**src/verilog/occm_consts.vh**
```
/*
 * Constants of the channel 2 output-compare block: register offsets,
 * field positions, mode codes and reset values.
 * Assumes inclusion by bare name from the design files.
 */
`ifndef OCCM_CONSTS_VH
`define OCCM_CONSTS_VH

// ----------------------------------------------------------------------
// Register offsets (byte addresses)
// ----------------------------------------------------------------------
`define OCCM_ADDR_W          8
`define OCCM_OFS_MODE_CFG    8'h00
`define OCCM_OFS_COMPARE     8'h04
`define OCCM_OFS_EVENT_GEN   8'h08
`define OCCM_OFS_CONTROL     8'h0C
`define OCCM_OFS_STATUS      8'h10

// ----------------------------------------------------------------------
// Field positions
// ----------------------------------------------------------------------
`define OCCM_MODE_HI         14
`define OCCM_MODE_LO         12
`define OCCM_BUF_EN_BIT      11
`define OCCM_FAST_EN_BIT     10
`define OCCM_DIR_HI          9
`define OCCM_DIR_LO          8
`define OCCM_UG_BIT          0
`define OCCM_POL_BIT         0
`define OCCM_OPM_BIT         1
`define OCCM_ST_REF_BIT      0
`define OCCM_ST_PIN_BIT      1

// ----------------------------------------------------------------------
// Mode codes and reset values
// ----------------------------------------------------------------------
`define OCCM_M_FROZEN        3'h0
`define OCCM_M_SET           3'h1
`define OCCM_M_CLEAR         3'h2
`define OCCM_M_TOGGLE        3'h3
`define OCCM_M_FORCE_LOW     3'h4
`define OCCM_M_FORCE_HIGH    3'h5
`define OCCM_M_PWM1          3'h6
`define OCCM_M_PWM2          3'h7
`define OCCM_DIR_OUTPUT      2'h0
`define OCCM_RST_MODE        3'h0
`define OCCM_RST_DIR         2'h0
`define OCCM_RST_BIT         1'h0
`define OCCM_RST_FROZEN      1'h1

`endif

```
**src/verilog/occm_channel.v**
```verilog
/*
 * Channel 2 output-compare block: mode register, buffered compare
 * value, update generation, fast trigger path and output pin.
 * Assumes counter, direction, trigger and external update inputs are
 * synchronous to clk_sys; the counter lives outside this block.
 */
// Strobed register access and the register offsets are this design's own decisions.
// Operation
// - Mode field acts only with direction zero
// - Reference active high; pin uses polarity
// - Frozen mode ignores compare matches
// - Code 001 sets reference on match
// - Code 010 clears reference on match
// - Code 011 toggles reference on match
// - Code 101 forces reference active
// - PWM1 active below compare counting up
// - PWM2 down active above compare value
// - PWM level changes on result change
// - Unbuffered writes reach shadow immediately
// - Buffered writes load shadow on update
// - Without fast enable, trigger ignored here
// - Fast trigger forces compare level quickly
// - Fast enable acts only in PWM
// - Update generate reinitialises counter, updates
`timescale 1ns/10ps
`default_nettype none
`include "occm_consts.vh"

module occm_channel #(
    parameter CNT_W = 16
) (
    input  wire                     clk_sys,
    input  wire                     rst_n,
    input  wire [`OCCM_ADDR_W-1:0]  reg_addr,
    input  wire [31:0]              reg_wdata,
    input  wire                     reg_write,
    input  wire                     reg_read,
    output reg  [31:0]              reg_rdata,
    input  wire [CNT_W-1:0]         counter_value,
    input  wire                     count_down,
    input  wire                     trigger_in,
    input  wire                     update_event_in,
    output reg                      counter_reinit,
    output reg                      single_pulse_flag,
    output reg                      ch2_reference_level,
    output reg                      ch2_output_pin
);

    // ------------------------------------------------------------------
    // Register state
    // ------------------------------------------------------------------
    reg  [2:0]       ch2_compare_mode;
    reg              ch2_buffer_enable;
    reg              ch2_fast_trigger_enable;
    reg  [1:0]       ch2_direction_select;
    reg              ch2_polarity;
    reg  [CNT_W-1:0] compare_buffer;
    reg  [CNT_W-1:0] ch2_compare_value;
    reg              match_prev;
    reg              pwm_prev;
    reg              prev_frozen;
    reg              trigger_prev;

    wire             wr_mode;
    wire             wr_cmp;
    wire             wr_evt;
    wire             wr_ctl;
    wire             update_generate;
    wire             update_event;
    wire             is_pwm;
    wire             is_output;
    wire             fast_hit;
    wire             fast_level;
    wire             gen_ref;
    wire             match_now;
    wire             pwm_now;
    reg              next_ref;
    reg  [31:0]      next_rdata;

    assign wr_mode         = reg_write && (reg_addr == `OCCM_OFS_MODE_CFG);
    assign wr_cmp          = reg_write && (reg_addr == `OCCM_OFS_COMPARE);
    assign wr_evt          = reg_write && (reg_addr == `OCCM_OFS_EVENT_GEN);
    assign wr_ctl          = reg_write && (reg_addr == `OCCM_OFS_CONTROL);
    assign update_generate = wr_evt && reg_wdata[`OCCM_UG_BIT];
    assign update_event    = update_generate | update_event_in;
    assign is_pwm          = (ch2_compare_mode == `OCCM_M_PWM1) || (ch2_compare_mode == `OCCM_M_PWM2);
    assign is_output       = (ch2_direction_select == `OCCM_DIR_OUTPUT);
    assign fast_hit        = ch2_fast_trigger_enable && is_pwm && trigger_in && !trigger_prev;
    assign fast_level      = ch2_compare_mode[0] ^ count_down;

    // ------------------------------------------------------------------
    // Reference generation
    // ------------------------------------------------------------------
    occm_ref_gen #(
        .CNT_W       (CNT_W)
    ) u_ref_gen (
        .mode          (ch2_compare_mode),
        .counter_value (counter_value),
        .compare       (ch2_compare_value),
        .count_down    (count_down),
        .cur_ref       (ch2_reference_level),
        .match_prev    (match_prev),
        .pwm_prev      (pwm_prev),
        .prev_frozen   (prev_frozen),
        .next_ref      (gen_ref),
        .match_now     (match_now),
        .pwm_now       (pwm_now)
    );

    always @* begin
        next_ref = ch2_reference_level;
        if (!is_output) begin
            next_ref = ch2_reference_level;
        end else if (fast_hit) begin
            next_ref = fast_level;
        end else begin
            next_ref = gen_ref;
        end
    end

    always @(posedge clk_sys or negedge rst_n) begin
        if (!rst_n) begin
            ch2_reference_level <= `OCCM_RST_BIT;
            ch2_output_pin      <= `OCCM_RST_BIT;
            match_prev          <= `OCCM_RST_BIT;
            pwm_prev            <= `OCCM_RST_BIT;
            prev_frozen         <= `OCCM_RST_FROZEN;
            trigger_prev        <= `OCCM_RST_BIT;
        end else begin
            ch2_reference_level <= next_ref;
            ch2_output_pin      <= next_ref ^ ch2_polarity;
            match_prev          <= match_now;
            pwm_prev            <= pwm_now;
            prev_frozen         <= (ch2_compare_mode == `OCCM_M_FROZEN);
            trigger_prev        <= trigger_in;
        end
    end

    // ------------------------------------------------------------------
    // Register writes
    // ------------------------------------------------------------------
    always @(posedge clk_sys or negedge rst_n) begin
        if (!rst_n) begin
            ch2_compare_mode        <= `OCCM_RST_MODE;
            ch2_buffer_enable       <= `OCCM_RST_BIT;
            ch2_fast_trigger_enable <= `OCCM_RST_BIT;
            ch2_direction_select    <= `OCCM_RST_DIR;
            ch2_polarity            <= `OCCM_RST_BIT;
            single_pulse_flag       <= `OCCM_RST_BIT;
            counter_reinit          <= `OCCM_RST_BIT;
        end else begin
            counter_reinit <= update_generate;
            if (wr_mode) begin
                ch2_compare_mode        <= reg_wdata[`OCCM_MODE_HI:`OCCM_MODE_LO];
                ch2_buffer_enable       <= reg_wdata[`OCCM_BUF_EN_BIT];
                ch2_fast_trigger_enable <= reg_wdata[`OCCM_FAST_EN_BIT];
                ch2_direction_select    <= reg_wdata[`OCCM_DIR_HI:`OCCM_DIR_LO];
            end
            if (wr_ctl) begin
                ch2_polarity      <= reg_wdata[`OCCM_POL_BIT];
                single_pulse_flag <= reg_wdata[`OCCM_OPM_BIT];
            end
        end
    end

    // ------------------------------------------------------------------
    // Compare buffer and shadow
    // ------------------------------------------------------------------
    always @(posedge clk_sys or negedge rst_n) begin
        if (!rst_n) begin
            compare_buffer    <= {CNT_W{1'b0}};
            ch2_compare_value <= {CNT_W{1'b0}};
        end else begin
            if (wr_cmp) begin
                compare_buffer <= reg_wdata[CNT_W-1:0];
            end
            if (wr_cmp && !ch2_buffer_enable) begin
                ch2_compare_value <= reg_wdata[CNT_W-1:0];
            end else if (update_event && ch2_buffer_enable) begin
                ch2_compare_value <= compare_buffer;
            end
        end
    end

    // ------------------------------------------------------------------
    // Register reads
    // ------------------------------------------------------------------
    always @* begin
        next_rdata = 32'h00000000;
        if (reg_addr == `OCCM_OFS_MODE_CFG) begin
            next_rdata[`OCCM_MODE_HI:`OCCM_MODE_LO] = ch2_compare_mode;
            next_rdata[`OCCM_BUF_EN_BIT]            = ch2_buffer_enable;
            next_rdata[`OCCM_FAST_EN_BIT]           = ch2_fast_trigger_enable;
            next_rdata[`OCCM_DIR_HI:`OCCM_DIR_LO]   = ch2_direction_select;
        end else if (reg_addr == `OCCM_OFS_COMPARE) begin
            next_rdata[CNT_W-1:0] = ch2_buffer_enable ? compare_buffer : ch2_compare_value;
        end else if (reg_addr == `OCCM_OFS_CONTROL) begin
            next_rdata[`OCCM_POL_BIT] = ch2_polarity;
            next_rdata[`OCCM_OPM_BIT] = single_pulse_flag;
        end else if (reg_addr == `OCCM_OFS_STATUS) begin
            next_rdata[`OCCM_ST_REF_BIT] = ch2_reference_level;
            next_rdata[`OCCM_ST_PIN_BIT] = ch2_output_pin;
        end
    end

    always @(posedge clk_sys or negedge rst_n) begin
        if (!rst_n) begin
            reg_rdata <= 32'h00000000;
        end else if (reg_read) begin
            reg_rdata <= next_rdata;
        end else begin
            reg_rdata <= 32'h00000000;
        end
    end

endmodule

`default_nettype wire

```
**src/verilog/occm_ref_gen.v**
```verilog
/*
 * Next-value logic of the channel 2 reference level.
 * Assumes the caller registers the result and keeps the previous
 * match, comparison and frozen-mode states.
 */
`timescale 1ns/10ps
`default_nettype none
`include "occm_consts.vh"

module occm_ref_gen #(
    parameter CNT_W = 16
) (
    input  wire [2:0]       mode,
    input  wire [CNT_W-1:0] counter_value,
    input  wire [CNT_W-1:0] compare,
    input  wire             count_down,
    input  wire             cur_ref,
    input  wire             match_prev,
    input  wire             pwm_prev,
    input  wire             prev_frozen,
    output reg              next_ref,
    output wire             match_now,
    output wire             pwm_now
);

    wire pwm1_level;
    wire match_rise;

    assign match_now  = (counter_value == compare);
    assign match_rise = match_now & ~match_prev;
    assign pwm1_level = count_down ? ~(counter_value > compare) : (counter_value < compare);
    assign pwm_now    = mode[0] ^ pwm1_level;

    // ------------------------------------------------------------------
    // Mode decode
    // ------------------------------------------------------------------
    always @* begin
        next_ref = cur_ref;
        case (mode)
            `OCCM_M_FROZEN: next_ref = cur_ref;
            `OCCM_M_SET: begin
                if (match_rise) next_ref = 1'b1;
            end
            `OCCM_M_CLEAR: begin
                if (match_rise) next_ref = 1'b0;
            end
            `OCCM_M_TOGGLE: begin
                if (match_rise) next_ref = ~cur_ref;
            end
            `OCCM_M_FORCE_LOW:  next_ref = 1'b0;
            `OCCM_M_FORCE_HIGH: next_ref = 1'b1;
            default: begin
                // Level moves only on a new comparison result or leaving frozen
                if ((pwm_now != pwm_prev) || prev_frozen) next_ref = pwm_now;
            end
        endcase
    end

endmodule

`default_nettype wire
```
**config.mk**
```make
export PLATFORM = sky130hd
export DESIGN_NAME = occm_channel
export DESIGN_NICKNAME = d
export VERILOG_FILES = /design/src/verilog/occm_channel.v /design/src/verilog/occm_ref_gen.v
export VERILOG_INCLUDE_DIRS = /design/src /design/src/verilog
export SDC_FILE = /design/constraint.sdc
export NUM_CORES = 1
export LEC_CHECK = 0
export BUFFER_PORTS_ARGS = -buffer_cell sky130_fd_sc_hd__buf_2
export CAP_MARGIN = 20
export CORE_ASPECT_RATIO = 1.75
export CORE_MARGIN = 2
export CORE_UTILIZATION = 45
export CTS_CLUSTER_SIZE = 12
export DETAILED_ROUTE_END_ITERATION = 16
export PLACE_DENSITY = 0.81
export SLEW_MARGIN = 5
export SYNTH_ARGS = -nofsm -noshare
export SYNTH_HDL_FRONTEND = slang
export SYNTH_SLANG_ARGS = --single-unit
```
**constraint.sdc**
```tcl
create_clock -name clk_sys -period 2.7 [get_ports clk_sys]
set_input_delay 0.675 -clock clk_sys [delete_from_list [all_inputs] [get_ports clk_sys]]
set_output_delay 0.675 -clock clk_sys [all_outputs]
set_load 0.01 [all_outputs]
```
==> flow_metrics.tcl, run 1 <==
set metrics [dict create \
    max_freq_mhz 376 \
    n_fill_cell 609 \
    dpl_worst_slack_ns -0.243 \
    power_leakage_nw 2.05 \
    slew_viol_final 0 \
    cts_sinks 64 \
    synth_top_area_frac 0.447 \
    synth_largest_area_cell "dfrtp_1" \
    netlist_area_um2 3530 \
    final-setup-viol-count 0 \
    crit_path_max_fanout 2 \
    power.density_nw_per_um2 602 \
    clk_pin_slew_ns 0.05 \
    wl_um 8480 \
    routed_via_density 5.41 \
    peakVddDrop_v 0.000298 \
    mostFrequentLayoutCells "buf_2, dfrtp_1, nand2_1" \
    clockRootBuffer "clkbuf_16" \
    cp_slowest_cell "a311oi_2" \
    worstHoldPathType "in -> async" \
    synthTopCellsByArea "dfrtp_1, mux2i_1, mux2_2" \
    path_cells "buf_2, ha_4, nand4_1, nor3_2, and3_4, nand2b_4, ha_4, mux2i_2, a311oi_2, nand3_1, nor4b_2, a211oi_1" \
    syn_to_final_growth_pct 25.4 \
    gr-total-overflow 0 \
    post-route-util 0.584 \
    crit_start "counter_value[14]" \
    final_common_cell "buf_2" \
    status "finished, final reports clean" \
    dp_hpwl_um 6150 \
    ys_types 53 \
    drt-initial-drc-count 154 \
    cp-start-kind "input pin" \
    die_w_um 70.9 \
    endpoint_kind "flip-flop" \
    final_antenna_net_count 0 \
    seq_area_um2 1600 \
    final_nets 499 \
    grt_first_pass_wirelength_um 13200 \
    yosysSeqAreaShare 0.455 \
    die_h_um 121 \
    slowest_delay_ns 0.32 \
    pin_count 99 \
    syn_inst 333 \
    avgSynthCellArea_um2 10.6 \
    grt_pass1_vias 2807 \
    maxCapViolations 0 \
    synth-main-ff-cell "dfrtp_1" \
    ff2ff_setup_slack_ns 0.05 \
    cts-buffers-inserted 9 \
    cp_common_cell "ha_4" \
    cp.arrival_ns 2.86 \
    clock-skew-final_ns 0.00797 \
    diodes 0 \
    cts_tree "built" \
    antenna_found_initial 0 \
    start_util 0.466 \
    ys_ff_latch 64 \
    drive_above_1_share 0.350 \
    wl_per_cell_um 16.6 \
    synth_edf_count 0 \
    drc 0 \
    worst_pin_slew_ns 0.796 \
    ctsHtreeMaxLevel 3 \
    ys_warn_count 0 \
    fin_crit_sh 0.984 \
    grt_setup_unrepaired "yes" \
    grt_max_degree 28 \
    clock_latency_ns 0.34 \
    core_um2 7570 \
    place_area_um2 3990 \
    die_area_um2 8590 \
    rows 42 \
    r2r_start "ch2_compare_value[15]$_DFFE_PN0P_" \
    setup_ws_ns 0.0439 \
    crit_required_ns 2.91 \
    post-route-min-period_ns 2.66 \
    place_congestion 0.783 \
    hold_viol 0 \
    vias 2763 \
    async_flop_share 1.00 \
    multiInputGateArea_um2 1790 \
    fin_area_um2 4420 \
    port-buffer-count 66 \
    drtPass1Iterations 4 \
    grtUsageTotal 0.203 \
    crit_type "in -> reg" \
    clk_path_buf_depth 2 \
    relSlewSlack 0.463 \
]
cell type report:
cell class,instances,area share
Clock inverter,2,0.00792
Multi-Input combinational cell,234,0.406
Inverter,22,0.0187
Tap cell,88,0.0249
Timing Repair Buffer,87,0.116
Sequential cell,64,0.362
Clock buffer,14,0.0642
registers in the layout, summed over array words and instances, names as in the netlist:
name	flops
ch2_buffer_enable	1
ch2_compare_mode	3
ch2_compare_value	16
ch2_direction_select	2
ch2_fast_trigger_enable	1
ch2_output_pin	1
ch2_polarity	1
ch2_reference_level	1
compare_buffer	16
counter_reinit	1
match_prev	1
prev_frozen	1
pwm_prev	1
reg_rdata	16
single_pulse_flag	1
trigger_prev	1
final timing paths:
| kind | end | cells after the start |
|---|---|---|
| min reg2reg | ch2_compare_value[1]$_DFFE_PN0P_ | 2 |
| max reg2reg | ch2_output_pin$_DFF_PN0_ | 12 |
| max | ch2_output_pin$_DFF_PN0_ | 12 |
| min | reg_rdata[7]$_DFF_PN0_ | 1 |
| min in group clk_sys | trigger_prev$_DFF_PN0_ | 1 |
| max in group asynchronous | prev_frozen$_DFF_PN1_ | 2 |
where the power goes:
part / switching (mW) / internal (mW)
combinational: 0.203 / 0.180
clock: 0.407 / 0.813
sequential: 0.0477 / 1.01
total: 0.658 / 2.00
timing repair:
item                                    CTS  global route
setup buffers                             0             4
hold buffers                              0             0
endpoints found under the setup margin    0             2
resized for setup                         0            13
cell usage after synthesis, types with 2 or more instances:
master / count
o21ai_1: 16
nor2_1: 15
o21a_1: 2
buf_4: 16
nand2_1: 35
nor3_1: 4
ha_1: 18
buf_2: 6
inv_1: 22
clkbuf_1: 3
dfrtp_1: 63
nand4_1: 5
and4b_1: 2
and3_1: 4
mux2_2: 25
a21oi_1: 9
nand3_1: 5
o21ai_0: 11
nand2b_1: 4
nor3b_1: 2
a211oi_1: 5
mux2i_1: 30
per-stage QoR:
step | hold slack, ns | power [mW] | setup TNS [ns] | instances
after floorplan | 0.379 | 1.27 | -0.00374 | 348
after detailed placement | 0.488 | 1.43 | -0.407 | 491
after CTS | 0.375 | 2.64 | 0 | 507
after global routing | 0.406 | 2.76 | -0.0812 | 511
after global placement | 0.471 | 1.41 | -0.313 | 490
final | 0.360 | 2.66 | 0 | 511
metal layers:
metal,up-vias,routed length [um],global-route usage,part of all wire
met3,15,372,0.0540,0.044
li1,1316,-,-,-
met2,80,4610,0.360,0.54
met4,0,205,0.103,0.024
met1,1352,3290,0.216,0.39
met5,-,0,0,0
kinds of logic after synthesis:
kind of cell,share of synthesized area
and+or+nand+nor,0.139
DFF,0.455
muxes,0.168
AOI/OAI and AO/OA,0.0916
buffers and inverters,0.0791
adders and majority gates,0.0639
other,0.00106
xor gates and xnor gates,0.00248
critical path: cells and delay by family:
kind | cells | cell delay [ns]
AND/OR/NAND/NOR | 6 | 1.09
adder cells (fa/ha/maj) | 2 | 0.52
AO/OA/AOI/OAI | 2 | 0.40
buffers and inverters | 1 | 0.12
multiplexers | 1 | 0.06
Power figures use the tool's default switching activity.
==> run 2, diff against run 1 <==
- CTS_BUF_LIST: default -> sky130_fd_sc_hd__clkbuf_16
- GPL_ROUTABILITY_DRIVEN: default -> 0
==> flow_metrics.tcl, run 2 (synthesis results as in run 1) <==
set metrics [dict create \
    cts-buffers-inserted 9 \
    final-setup-viol-count 0 \
    rows 42 \
    cp-start-kind "flip-flop" \
    port-buffer-count 66 \
    crit_required_ns 2.91 \
    crit_path_max_fanout 3 \
    die_h_um 121 \
    worst_pin_slew_ns 0.788 \
    r2r_end "ch2_output_pin$_DFF_PN0_" \
    drtPass1Iterations 4 \
    dp_cells 491 \
    cp.arrival_ns 2.85 \
    clockRootBuffer "clkbuf_16" \
    start_util 0.466 \
    vias 2785 \
    pin_count 99 \
    syn_to_final_growth_pct 24.7 \
    reg2regPathDepth 12 \
    largestRegisters "ch2_compare_value: 16 flops, compare_buffer: 16 flops, reg_rdata: 16 flops" \
    worstHoldPathType "in -> async" \
    power.density_nw_per_um2 578 \
    hold_viol 0 \
    clk_path_buf_depth 2 \
    wl_um 8460 \
    grt_first_pass_wirelength_um 13100 \
    peakVddDrop_v 0.000295 \
    core_um2 7570 \
    fin_tns_setup_ns 0 \
    setup.worst_path.end "ch2_output_pin$_DFF_PN0_" \
    mostFrequentLayoutCells "dfrtp_1, buf_2, nand2_1" \
    grt_setup_unrepaired "yes" \
    r2r_start "ch2_compare_value[13]$_DFFE_PN0P_" \
    ctsHtreeMaxLevel 3 \
    drc 0 \
    crit_start "ch2_compare_value[13]$_DFFE_PN0P_" \
    routed_via_density 5.45 \
    slew_viol_final 0 \
    grtUsageTotal 0.201 \
    grt_pass1_vias 2818 \
    die_w_um 70.9 \
    post-route-util 0.581 \
    gr-total-overflow 0 \
    final_nets 499 \
    final_antenna_net_count 0 \
    antenna_found_initial 0 \
    maxCapViolations 0 \
    cts_tree "built" \
    layout.cells.non_filler 511 \
    fin_area_um2 4400 \
    relSlewSlack 0.468 \
    status "finished, final reports clean" \
    wl_per_cell_um 16.6 \
    clock_latency_ns 0.34 \
    post-route-min-period_ns 2.65 \
    ff2ff_setup_slack_ns 0.05 \
    clock-skew-final_ns 0.00677 \
    endpoint_kind "flip-flop" \
    drt-initial-drc-count 150 \
    dp_hpwl_um 6150 \
    holdWs_ns 0.357 \
    max_freq_mhz 378 \
    die_area_um2 8590 \
    drive_above_1_share 0.340 \
    power_leakage_nw 2.04 \
    crit_type "reg -> reg" \
    clk_pin_slew_ns 0.05 \
    fin_crit_sh 0.981 \
    diodes 0 \
    place_area_um2 3990 \
    cts_sinks 64 \
    cts_hold_buf 0 \
    grt_max_degree 28 \
]
## run 2: worst min-delay path by stage
| stage | start | to | slack [ns] | cells past startpoint |
|---|---|---|---|---|
| 2_1_floorplan | rst_n | ch2_buffer_enable$_DFFE_PN0P_ | 0.38 | 0 |
| 4_1_cts | rst_n | reg_rdata[7]$_DFF_PN0_ | 0.38 | 1 |
| 6_report | rst_n | reg_rdata[7]$_DFF_PN0_ | 0.36 | 1 |
| 3_5_place_dp | ch2_compare_value[1]$_DFFE_PN0P_ | ch2_compare_value[1]$_DFFE_PN0P_ | 0.49 | 2 |
| 3_3_place_gp | ch2_compare_value[1]$_DFFE_PN0P_ | ch2_compare_value[1]$_DFFE_PN0P_ | 0.47 | 2 |
| 5_1_grt | rst_n | reg_rdata[7]$_DFF_PN0_ | 0.41 | 1 |
## run 2: repair_timing
| item | CTS | global route |
|---|---|---|
| gates resized for setup | 0 | 16 |
| setup endpoints to repair | 0 | 2 |
| endpoints found under the hold margin | 0 | 0 |
| setup buffers | 0 | 4 |
## run 2: power breakdown
| part | internal [mW] | switching, mW |
|---|---|---|
| Sequential | 1.01 | 0.0472 |
| Clock | 0.695 | 0.400 |
| Combinational | 0.181 | 0.204 |
| Total | 1.89 | 0.651 |
## run 2: metrics by stage
step	worst slack, ns	total power [mW]
3_5_place_dp	-0.243	1.43
3_3_place_gp	-0.200	1.41
5_1_grt	-0.0784	2.63
2_1_floorplan	-0.00374	1.27
4_1_cts	0.0808	2.51
6_report	0.0518	2.54
## run 2: layer usage
metal  GRT usage  routed length (um)  up-vias
li1            -                   -     1319
met1       0.211                3230     1362
met2       0.362                4670       87
met3      0.0515                 372       17
met4       0.103                 197        0
met5           0                   0        -
## run 2: cell type report
type | count | area (um^2)
inverter | 22 | 82.6
tap | 88 | 110
clock buffer | 9 | 225
clock inverter | 7 | 53.8
timing repair buffer | 87 | 527
multi-input combinational | 234 | 1790
fill | 613 | 3170
sequential | 64 | 1600
## run 2: critical path: stages, from the launching register on
cell	delay [ns]
dfrtp_1	0.37
inv_1	0.08
ha_4	0.26
nand4_1	0.12
nor3_2	0.24
and3_4	0.24
nand2b_4	0.07
ha_4	0.26
mux2i_2	0.06
a311oi_2	0.31
nand3_1	0.15
nor4b_2	0.29
a211oi_1	0.08
